[src/vpac_pkg.sv]
// Purpose: Constants for the plane access controller
// Assumes: Byte-wide indexed register port, four 8-bit planes
// Notes:   Register indices are graphics controller indices
package vpac_pkg;
  localparam logic [3:0] IDX_SR_DATA    = 4'h0;
  localparam logic [3:0] IDX_SR_ENABLE  = 4'h1;
  localparam logic [3:0] IDX_CMP_COLOR  = 4'h2;
  localparam logic [3:0] IDX_ROP_ROT    = 4'h3;
  localparam logic [3:0] IDX_READ_PLANE = 4'h4;
  localparam logic [3:0] IDX_MODE       = 4'h5;
  localparam logic [3:0] IDX_MAP        = 4'h6;
  localparam logic [3:0] IDX_CMP_MASK   = 4'h7;
  localparam logic [3:0] IDX_BIT_MASK   = 4'h8;
  localparam int MODE_SHIFT256_BIT = 6;
  localparam int MODE_SHIFT_BIT    = 5;
  localparam int MODE_ODDEVEN_BIT  = 4;
  localparam int MODE_READ_BIT     = 3;
  localparam int MODE_WRITE_LSB    = 0;
  localparam int MAP_SEL_LSB       = 2;
  localparam int MAP_CHAIN_BIT     = 1;
  localparam int MAP_GFX_BIT       = 0;
  localparam int ROP_LSB           = 3;
  localparam logic [7:0] MODE_RW_MASK  = 8'h7B;
  localparam logic [7:0] MAP_RW_MASK   = 8'h0F;
  localparam logic [7:0] NIB_RW_MASK   = 8'h0F;
  localparam logic [7:0] ROP_RW_MASK   = 8'h1F;
  localparam logic [7:0] PSEL_RW_MASK  = 8'h03;
  localparam logic [7:0] RESET_VALUE   = 8'h00;
  localparam logic [7:0] BIT_MASK_RESET = 8'hFF;
  localparam int ADDR_W = 20;
  localparam int MEM_W  = 22;
endpackage

[src/vpac_top.sv]
// Purpose: Host read/write data paths for a four-plane display memory
// Assumes: One request at a time; plane data is valid in the same cycle as a plane read
// Notes:   Registers reached through an index/data byte port
// Behaviour
// Mode register bits 6,5,4 enable 256-colour shift, shift mode, odd/even.
// Read mode 0 returns the byte of the selected read plane.
// Read mode 1 returns colour compare result, not raw plane data.
// Write mode 0 uses the normal direct data path.
// Write mode 1 stores processor latches into all four planes, or into the chained plane pair when chained.
// Write mode 1 bypasses raster op, rotate, set/reset and bit mask.
// Map bits 3:2 select the aperture; outside addresses are not claimed.
// Aperture addresses map into memory offset by the bank base.
// Chain bit replaces address bit 0 with a high bit; bit 0 picks plane.
// Chained bit 0 zero selects planes 0/2, one selects planes 1/3.
// Map bit 0 selects text or graphics display addressing.
// Compare mask bit one includes its plane; zero always matches.
// Reserved register bits read back as zero.
// Write mode 2 replicates host data bits 3:0 across planes 3:0.
// Write mode 3 uses set/reset colour, ignores enables, mask is rotated data and bit mask.
// Raster op passes, ANDs, ORs or XORs with latches; rotate right 0..7.
// Read mode 1 XNORs plane data with compare colour; one means match.
// Bit mask one writes computed data, zero writes latch bit back.
`timescale 1ns/1ns
`default_nettype none
module vpac_top
  import vpac_pkg::*;
(
  // Clock and reset
  input  wire logic                 sys_clk_in,
  input  wire logic                 rst_in,
  // Indexed register port
  input  wire logic                 reg_wr_in,
  input  wire logic                 reg_rd_in,
  input  wire logic                 reg_sel_data_in,
  input  wire logic [7:0]           reg_wdata_in,
  output logic      [7:0]           reg_rdata_out,
  // Host aperture access
  input  wire logic                 host_wr_in,
  input  wire logic                 host_rd_in,
  input  wire logic [vpac_pkg::ADDR_W-1:0] host_addr_in,
  input  wire logic [7:0]           host_wdata_in,
  input  wire logic [vpac_pkg::MEM_W-1:0]  bank_base_in,
  output logic                      host_claim_out,
  output logic                      host_rvalid_out,
  output logic      [7:0]           host_rdata_out,
  // Plane memory
  output logic                      mem_rd_out,
  output logic                      mem_wr_out,
  output logic      [3:0]           mem_plane_en_out,
  output logic      [vpac_pkg::MEM_W-1:0]  mem_addr_out,
  output logic      [31:0]          mem_wdata_out,
  input  wire logic [31:0]          mem_rdata_in,
  // Display-side mode controls
  output logic                      shift256_en_out,
  output logic                      shift_mode_en_out,
  output logic                      odd_even_en_out,
  output logic                      gfx_addr_mode_out,
  output logic                      chargen_latch_en_out
);
  import vpac_pkg::*;

  logic [3:0]  index_reg;
  logic [7:0]  sr_data_reg;
  logic [7:0]  sr_en_reg;
  logic [7:0]  cmp_color_reg;
  logic [7:0]  rop_rot_reg;
  logic [7:0]  read_plane_reg;
  logic [7:0]  mode_reg;
  logic [7:0]  map_reg;
  logic [7:0]  cmp_mask_reg;
  logic [7:0]  bit_mask_reg;
  logic [31:0] latch_reg;
  logic        rd_pend_reg;
  // Host bit 0 of the read in flight; picks the plane of a chained pair on return
  logic        rd_a0_reg;

  function automatic logic [7:0] rotr(input logic [7:0] d, input logic [2:0] n);
    logic [15:0] w;
    w = {d, d} >> n;
    return w[7:0];
  endfunction

  function automatic logic [7:0] rep8(input logic b);
    return {8{b}};
  endfunction

  // Register port: index write, data write/read
  always_ff @(posedge sys_clk_in or posedge rst_in) begin
    if (rst_in) begin
      index_reg      <= 4'h0;
      sr_data_reg    <= RESET_VALUE;
      sr_en_reg      <= RESET_VALUE;
      cmp_color_reg  <= RESET_VALUE;
      rop_rot_reg    <= RESET_VALUE;
      read_plane_reg <= RESET_VALUE;
      mode_reg       <= RESET_VALUE;
      map_reg        <= RESET_VALUE;
      cmp_mask_reg   <= RESET_VALUE;
      bit_mask_reg   <= BIT_MASK_RESET;
    end else if (reg_wr_in && !reg_sel_data_in) begin
      index_reg <= reg_wdata_in[3:0];
    end else if (reg_wr_in) begin
      unique case (index_reg)
        IDX_SR_DATA:    sr_data_reg    <= reg_wdata_in & NIB_RW_MASK;
        IDX_SR_ENABLE:  sr_en_reg      <= reg_wdata_in & NIB_RW_MASK;
        IDX_CMP_COLOR:  cmp_color_reg  <= reg_wdata_in & NIB_RW_MASK;
        IDX_ROP_ROT:    rop_rot_reg    <= reg_wdata_in & ROP_RW_MASK;
        IDX_READ_PLANE: read_plane_reg <= reg_wdata_in & PSEL_RW_MASK;
        IDX_MODE:       mode_reg       <= reg_wdata_in & MODE_RW_MASK;
        IDX_MAP:        map_reg        <= reg_wdata_in & MAP_RW_MASK;
        IDX_CMP_MASK:   cmp_mask_reg   <= reg_wdata_in & NIB_RW_MASK;
        IDX_BIT_MASK:   bit_mask_reg   <= reg_wdata_in;
        default:        ;
      endcase
    end
  end

  // Register read data, reserved bits already stored as zero
  always_ff @(posedge sys_clk_in or posedge rst_in) begin
    if (rst_in) begin
      reg_rdata_out <= 8'h00;
    end else if (reg_rd_in && !reg_sel_data_in) begin
      reg_rdata_out <= {4'h0, index_reg};
    end else if (reg_rd_in) begin
      unique case (index_reg)
        IDX_SR_DATA:    reg_rdata_out <= sr_data_reg;
        IDX_SR_ENABLE:  reg_rdata_out <= sr_en_reg;
        IDX_CMP_COLOR:  reg_rdata_out <= cmp_color_reg;
        IDX_ROP_ROT:    reg_rdata_out <= rop_rot_reg;
        IDX_READ_PLANE: reg_rdata_out <= read_plane_reg;
        IDX_MODE:       reg_rdata_out <= mode_reg;
        IDX_MAP:        reg_rdata_out <= map_reg;
        IDX_CMP_MASK:   reg_rdata_out <= cmp_mask_reg;
        IDX_BIT_MASK:   reg_rdata_out <= bit_mask_reg;
        default:        reg_rdata_out <= 8'h00;
      endcase
    end
  end

  // Mode outputs for the display side
  always_ff @(posedge sys_clk_in or posedge rst_in) begin
    if (rst_in) begin
      shift256_en_out      <= 1'b0;
      shift_mode_en_out    <= 1'b0;
      odd_even_en_out      <= 1'b0;
      gfx_addr_mode_out    <= 1'b0;
      chargen_latch_en_out <= 1'b1;
    end else begin
      shift256_en_out      <= mode_reg[MODE_SHIFT256_BIT];
      shift_mode_en_out    <= mode_reg[MODE_SHIFT_BIT];
      odd_even_en_out      <= mode_reg[MODE_ODDEVEN_BIT];
      gfx_addr_mode_out    <= map_reg[MAP_GFX_BIT];
      chargen_latch_en_out <= !map_reg[MAP_GFX_BIT];
    end
  end

  // Aperture decode and address mapping
  logic                  in_ap;
  logic [ADDR_W-1:0]     ap_off;
  logic [MEM_W-1:0]      mem_addr;
  logic [3:0]            plane_en;
  logic                  chain;
  always_comb begin
    in_ap  = 1'b0;
    ap_off = '0;
    unique case (map_reg[MAP_SEL_LSB +: 2])
      2'd0: begin
        in_ap  = host_addr_in[19:17] == 3'b101;
        ap_off = {3'b000, host_addr_in[16:0]};
      end
      2'd1: begin
        in_ap  = host_addr_in[19:16] == 4'hA;
        ap_off = {4'h0, host_addr_in[15:0]};
      end
      2'd2: begin
        in_ap  = host_addr_in[19:15] == 5'b1011_0;
        ap_off = {5'h00, host_addr_in[14:0]};
      end
      2'd3: begin
        in_ap  = host_addr_in[19:15] == 5'b1011_1;
        ap_off = {5'h00, host_addr_in[14:0]};
      end
    endcase
    chain = map_reg[MAP_CHAIN_BIT];
    if (chain) begin
      // Bit 0 becomes plane parity; offset bit 16 takes its place
      ap_off = {1'b0, ap_off[ADDR_W-2:1], ap_off[16]};
      plane_en = host_addr_in[0] ? 4'b1010 : 4'b0101;
    end else begin
      plane_en = 4'b1111;
    end
    mem_addr = bank_base_in + {{(MEM_W-ADDR_W){1'b0}}, ap_off};
  end

  // Write data path
  logic [7:0]  rot;
  logic [31:0] wdata;
  logic [7:0]  mask;
  logic [7:0]  src, alu;
  always_comb begin
    rot   = rotr(host_wdata_in, rop_rot_reg[2:0]);
    mask  = bit_mask_reg;
    wdata = latch_reg;
    src   = 8'h00;
    alu   = 8'h00;
    for (int p = 0; p < 4; p++) begin
      unique case (mode_reg[MODE_WRITE_LSB +: 2])
        2'd0: src = sr_en_reg[p] ? rep8(sr_data_reg[p]) : rot;
        2'd1: src = latch_reg[8*p +: 8];
        2'd2: src = rep8(host_wdata_in[p]);
        2'd3: src = rep8(sr_data_reg[p]);
      endcase
      unique case (rop_rot_reg[ROP_LSB +: 2])
        2'd0: alu = src;
        2'd1: alu = src & latch_reg[8*p +: 8];
        2'd2: alu = src | latch_reg[8*p +: 8];
        2'd3: alu = src ^ latch_reg[8*p +: 8];
      endcase
      if (mode_reg[MODE_WRITE_LSB +: 2] == 2'd1) begin
        wdata[8*p +: 8] = latch_reg[8*p +: 8];
      end else begin
        mask = (mode_reg[MODE_WRITE_LSB +: 2] == 2'd3) ? (rot & bit_mask_reg) : bit_mask_reg;
        wdata[8*p +: 8] = (alu & mask) | (latch_reg[8*p +: 8] & ~mask);
      end
    end
  end

  // Memory request and host claim
  always_ff @(posedge sys_clk_in or posedge rst_in) begin
    if (rst_in) begin
      mem_rd_out       <= 1'b0;
      mem_wr_out       <= 1'b0;
      mem_plane_en_out <= 4'h0;
      mem_addr_out     <= '0;
      mem_wdata_out    <= 32'h0000_0000;
      host_claim_out   <= 1'b0;
      rd_pend_reg      <= 1'b0;
      rd_a0_reg        <= 1'b0;
    end else begin
      host_claim_out   <= in_ap && (host_wr_in || host_rd_in);
      mem_rd_out       <= in_ap && host_rd_in;
      mem_wr_out       <= in_ap && host_wr_in;
      mem_plane_en_out <= plane_en;
      mem_addr_out     <= mem_addr;
      mem_wdata_out    <= wdata;
      rd_pend_reg      <= in_ap && host_rd_in;
      rd_a0_reg        <= host_addr_in[0];
    end
  end

  // Read return: latches load from every plane read
  logic [7:0] rd_byte, cmp;
  logic [1:0] rsel;
  always_comb begin
    rsel = read_plane_reg[1:0];
    if (chain) begin
      // Select bit 0 is ignored when chained, the host's own bit 0 picks odd or even
      rsel[0] = rd_a0_reg;
    end
    rd_byte = mem_rdata_in[8*rsel +: 8];
    cmp = 8'hFF;
    for (int p = 0; p < 4; p++) begin
      if (cmp_mask_reg[p]) begin
        cmp = cmp & ~(mem_rdata_in[8*p +: 8] ^ rep8(cmp_color_reg[p]));
      end
    end
  end

  always_ff @(posedge sys_clk_in or posedge rst_in) begin
    if (rst_in) begin
      latch_reg       <= 32'h0000_0000;
      host_rvalid_out <= 1'b0;
      host_rdata_out  <= 8'h00;
    end else begin
      host_rvalid_out <= rd_pend_reg;
      if (rd_pend_reg) begin
        latch_reg      <= mem_rdata_in;
        host_rdata_out <= mode_reg[MODE_READ_BIT] ? cmp : rd_byte;
      end
    end
  end
endmodule // vpac_top
`default_nettype wire

[config.mk]
export PLATFORM = sky130hd
export DESIGN_NAME = vpac_top
export DESIGN_NICKNAME = d
export VERILOG_FILES = /design/src/vpac_pkg.sv /design/src/vpac_top.sv
export SDC_FILE = /design/constraint.sdc
export NUM_CORES = 1
export LEC_CHECK = 0
export ABC_AREA = 1
export ABC_CLOCK_PERIOD_IN_PS = 15100
export BUFFER_PORTS_ARGS = -buffer_cell sky130_fd_sc_hd__buf_2
export CAP_MARGIN = 30
export CORE_MARGIN = 1.5
export CORE_UTILIZATION = 62
export CTS_CLUSTER_DIAMETER = 40
export DETAILED_ROUTE_END_ITERATION = 12
export PLACE_DENSITY = 0.87
export SLEW_MARGIN = 20
export SYNTH_ARGS = -nofsm -noshare
export SYNTH_HDL_FRONTEND = slang
export SYNTH_SLANG_ARGS = --single-unit
[constraint.sdc]
create_clock -name sys_clk_in -period 15.1 [get_ports sys_clk_in]
set_input_delay 1.51 -clock sys_clk_in [delete_from_list [all_inputs] [get_ports sys_clk_in]]
set_output_delay 1.51 -clock sys_clk_in [all_outputs]
set_load 0.02 [all_outputs]
==> metrics.txt <==
# TYPE chip_impl_metric gauge
chip_impl_metric{name="yosysWarningCount",unit=""} 0
chip_impl_info{name="critical_path.top_delay_family",value="simple AND/OR/NAND/NOR gates"} 1
chip_impl_info{name="ys_top_cells_by_area",value="sky130_fd_sc_hd__dfrtp_1 (34%), sky130_fd_sc_hd__nand2_1 (19%), sky130_fd_sc_hd__ha_1 (9.3%)"} 1
chip_impl_metric{name="synth_cells",unit=""} 1561
chip_impl_metric{name="place_worst_setup_slack",unit="ns"} 11.60
chip_impl_metric{name="timing.fmax",unit="MHz"} 323
chip_impl_metric{name="ant_nets",unit=""} 0
chip_impl_metric{name="setup_total_negative_slack",unit="ns"} 0
chip_impl_metric{name="post_drt_wl_per_cell",unit="microns"} 17.2
chip_impl_metric{name="first_global_vias",unit=""} 10975
chip_impl_metric{name="synth.area.mux_share",unit=""} 0.00103
chip_impl_info{name="critPathLaunchType",value="primary input"} 1
chip_impl_metric{name="ctsHoldBuffers",unit=""} 0
chip_impl_metric{name="finalCoreUtilization",unit=""} 0.726
chip_impl_metric{name="total_grt_usage",unit=""} 0.372
chip_impl_metric{name="dr_total_vias",unit=""} 11521
chip_impl_metric{name="final.period_utilization",unit=""} 0.205
chip_impl_info{name="dominant_combinational_cell_family_by_area_after_synthesis",value="simple AND/OR/NAND/NOR gates"} 1
chip_impl_metric{name="grt_first_pass_wirelength",unit="microns"} 53500
chip_impl_metric{name="synthSimpleGateAreaFrac",unit=""} 0.292
chip_impl_metric{name="number_of_antenna_violations_at_the_first_check_in_global_routing",unit=""} 1
chip_impl_metric{name="die_height",unit="microns"} 136
chip_impl_metric{name="maxCapViolations",unit=""} 0
chip_impl_metric{name="combined_area_of_all_synthesized_cells",unit="sq mm"} 0.0110
chip_impl_metric{name="layout.filler_cells",unit=""} 1359
chip_impl_metric{name="synth_compound_area_frac",unit=""} 0.156
chip_impl_info{name="holdCritPathClass",value="register to register"} 1
chip_impl_info{name="crit_path_top_delay_cell",value="sky130_fd_sc_hd__ha_1"} 1
chip_impl_metric{name="first_pass_iters",unit=""} 6
chip_impl_metric{name="yosysSeqAreaShare",unit=""} 0.364
chip_impl_metric{name="synthArstFlopShare",unit=""} 1.00
chip_impl_metric{name="cts_buffers",unit=""} 17
chip_impl_metric{name="post_cts_resize_count",unit=""} 0
chip_impl_metric{name="dp_hpwl",unit="microns"} 24200
chip_impl_metric{name="io_pins",unit=""} 180
chip_impl_metric{name="gr_ovfl_total",unit=""} 0
chip_impl_metric{name="num-nets-final",unit=""} 1894
chip_impl_metric{name="finalInstanceArea",unit="sq mm"} 0.0126
chip_impl_metric{name="critical_path_peak_fanout",unit=""} 4
chip_impl_metric{name="synth_enable_flop_cells",unit=""} 0
chip_impl_metric{name="postCtsSetupBuffers",unit=""} 0
chip_impl_metric{name="htree_levels",unit=""} 4
chip_impl_info{name="final_cell_mix",value="sky130_fd_sc_hd__nand2_1 (558), sky130_fd_sc_hd__buf_2 (179), sky130_fd_sc_hd__inv_1 (153), sky130_fd_sc_hd__dfrtp_1 (149), sky130_fd_sc_hd__o21ai_0 (134)"} 1
chip_impl_metric{name="routed_via_density",unit=""} 5.90
chip_impl_metric{name="chipWidth",unit="microns"} 136
chip_impl_metric{name="place_congestion",unit=""} 1.02
chip_impl_metric{name="drive_above_1_share",unit=""} 0.148
chip_impl_metric{name="initial_cell_density_of_the_core",unit=""} 0.633
chip_impl_metric{name="final-hold-violation-count",unit=""} 0
chip_impl_metric{name="yosys.area_share.xor_xnor",unit=""} 0.0104
chip_impl_metric{name="slew_at_the_pin_closest_to_its_max_slew_limit",unit="ns"} 1.04
chip_impl_info{name="crit_type",value="primary input to register"} 1
chip_impl_metric{name="final_routed_wirelength",unit="microns"} 33600
chip_impl_metric{name="layout-area-overhead-vs-synth",unit="%"} 14.6
chip_impl_info{name="worst_setup_path_end_kind",value="register"} 1
chip_impl_metric{name="peakVddDrop",unit="mV"} 0.125
chip_impl_metric{name="slew_violations",unit=""} 0
chip_impl_metric{name="yosysTopAreaCellShare",unit=""} 0.343
chip_impl_metric{name="critical_path_required",unit="ns"} 15.42
chip_impl_metric{name="cts_max_path_buffers",unit=""} 2
chip_impl_metric{name="worst-endpoint-arrival",unit="ns"} 3.42
chip_impl_info{name="crit_top_cell",value="sky130_fd_sc_hd__nand2_1"} 1
chip_impl_metric{name="fp.coreArea",unit="sq mm"} 0.0173
chip_impl_metric{name="clk_pin_slew",unit="ns"} 0.06
chip_impl_metric{name="setup_slack",unit="ns"} 12.00
chip_impl_info{name="unrepaired_setup_endpoints_after_global_routing",value="false"} 1
chip_impl_metric{name="final-setup-viol-count",unit=""} 0
chip_impl_metric{name="critical_path.max_stage_delay",unit="ns"} 0.29
chip_impl_metric{name="detailedRoute.firstIterationViolations",unit=""} 1325
chip_impl_metric{name="placed_area",unit="sq mm"} 0.0120
chip_impl_info{name="crit_chain",value="buf_2, nand2_1, nand3_1, nand3_1, nand2_1, nand2_1, nand2_1, nand2_1, ha_1, nand2_1, o21ai_0, a211oi_1, nor2_1, nand2_1, nand2_1"} 1
chip_impl_metric{name="powerDensity",unit="mW/mm^2"} 185
chip_impl_metric{name="min_period",unit="ns"} 3.10
chip_impl_metric{name="cts.sinks",unit=""} 159
chip_impl_metric{name="placement.io_buffers",unit=""} 179
chip_impl_info{name="postSynth.topFlopCell",value="sky130_fd_sc_hd__dfrtp_1"} 1
chip_impl_metric{name="grt_start_max_net_pins",unit=""} 86
chip_impl_info{name="clk_root_buffer_cell",value="sky130_fd_sc_hd__clkbuf_16"} 1
chip_impl_metric{name="drcViolationCount",unit=""} 0
chip_impl_metric{name="fp.dieArea",unit="sq mm"} 0.0185
chip_impl_metric{name="clk-insertion-delay-late",unit="ns"} 0.44
chip_impl_metric{name="static-leakage-power",unit="nW"} 6.64
chip_impl_metric{name="synth.distinct_cells",unit=""} 38
chip_impl_metric{name="synthesis.nets",unit=""} 1740
chip_impl_metric{name="timing.clock.skew",unit="ns"} 0.00882
chip_impl_info{name="status",value="finished, final reports clean"} 1
chip_impl_metric{name="timing.slew.headroom",unit=""} 0.307
chip_impl_metric{name="critical_path_buf_inv_count",unit=""} 1
chip_impl_info{name="cts_tree",value="built"} 1
chip_impl_metric{name="register_bit_total_from_synthesis",unit=""} 159
chip_impl_metric{name="fin_hold_ws",unit="ns"} 0.427
chip_impl_info{name="leading_cell_type_in_the_layout_fill_and_taps_excluded",value="sky130_fd_sc_hd__nand2_1"} 1
chip_impl_metric{name="synth_adder_area_share",unit=""} 0.0943
chip_impl_metric{name="fp-row-count",unit=""} 48
chip_impl_metric{name="synth_area_per_cell",unit="sq um"} 7.02
chip_impl_info{name="post-synth-top-area-cell",value="sky130_fd_sc_hd__dfrtp_1"} 1
==> layer usage <==
metal | routed length (microns) | up-vias | GRT usage
li1 | - | 5391 | -
met4 | 1500 | 2 | 0.202
met5 | 11 | - | 0
met3 | 3910 | 152 | 0.109
met1 | 13000 | 5269 | 0.465
met2 | 15200 | 707 | 0.581
==> final timing paths <==
path	depth (start not counted)	from	slack, ns	to
setup / recovery	15	host_wdata_in[0]	12.00	mem_wdata_out[6]
setup reg to reg	13	mode_reg[1]	12.31	mem_wdata_out[8]
min in group asynchronous	2	rst_in	1.22	rd_a0_reg
max in group asynchronous	4	rst_in	12.67	rd_pend_reg
hold / removal	0	map_reg[0]	0.43	gfx_addr_mode_out
hold reg to reg	0	map_reg[0]	0.43	gfx_addr_mode_out
==> power by group <==
group	leakage [nW]	internal (mW)	switching, mW
combinational	4.43	0.383	0.820
sequential	1.94	0.570	0.121
clock	0.264	0.243	0.181
==> metrics by stage <==
| step | power [mW] | cells |
|---|---|---|
| detailed placement | 1.85 | 1920 |
| CTS | 2.28 | 1952 |
| floorplan | 1.51 | 1561 |
| global route | 2.49 | 1953 |
| finish | 2.32 | 1954 |
| global placement | 1.78 | 1917 |
==> cell type report <==
cell class,count,area (sq um),area share
sequential,159,3990,0.318
multi-input combinational,1183,6080,0.484
clock inverter,10,115,0.00917
tap,225,282,0.0224
timing repair buffer,187,1010,0.0805
antenna,1,2.50,0.000199
clock buffer,22,444,0.0354
inverter,167,632,0.0503
==> cells in the mapped netlist, types with 7 or more instances <==
cell type / instances
sky130_fd_sc_hd__nand2_1: 558
sky130_fd_sc_hd__inv_1: 154
sky130_fd_sc_hd__dfrtp_1: 150
sky130_fd_sc_hd__o21ai_0: 134
sky130_fd_sc_hd__nor2_1: 106
sky130_fd_sc_hd__nand3_1: 87
sky130_fd_sc_hd__ha_1: 81
sky130_fd_sc_hd__a21oi_1: 54
sky130_fd_sc_hd__o211ai_1: 45
sky130_fd_sc_hd__a211oi_1: 28
sky130_fd_sc_hd__buf_2: 23
sky130_fd_sc_hd__clkbuf_1: 19
sky130_fd_sc_hd__nand4_1: 18
sky130_fd_sc_hd__xor2_1: 11
sky130_fd_sc_hd__dfstp_2: 9
sky130_fd_sc_hd__nor3_1: 9
sky130_fd_sc_hd__buf_4: 8
sky130_fd_sc_hd__clkinv_1: 8
sky130_fd_sc_hd__o21ai_1: 8
sky130_fd_sc_hd__o21ai_2: 7
==> cells by family after synthesis <==
logic type / after synthesis
buffers and inverters: 219
AO/OA/AOI/OAI: 292
flip-flops: 159
AND/OR/NAND/NOR: 795
adder cells (fa/ha/maj): 82
multiplexers: 1
XOR/XNOR: 13
Note: power is estimated with default switching activity, not from simulation.
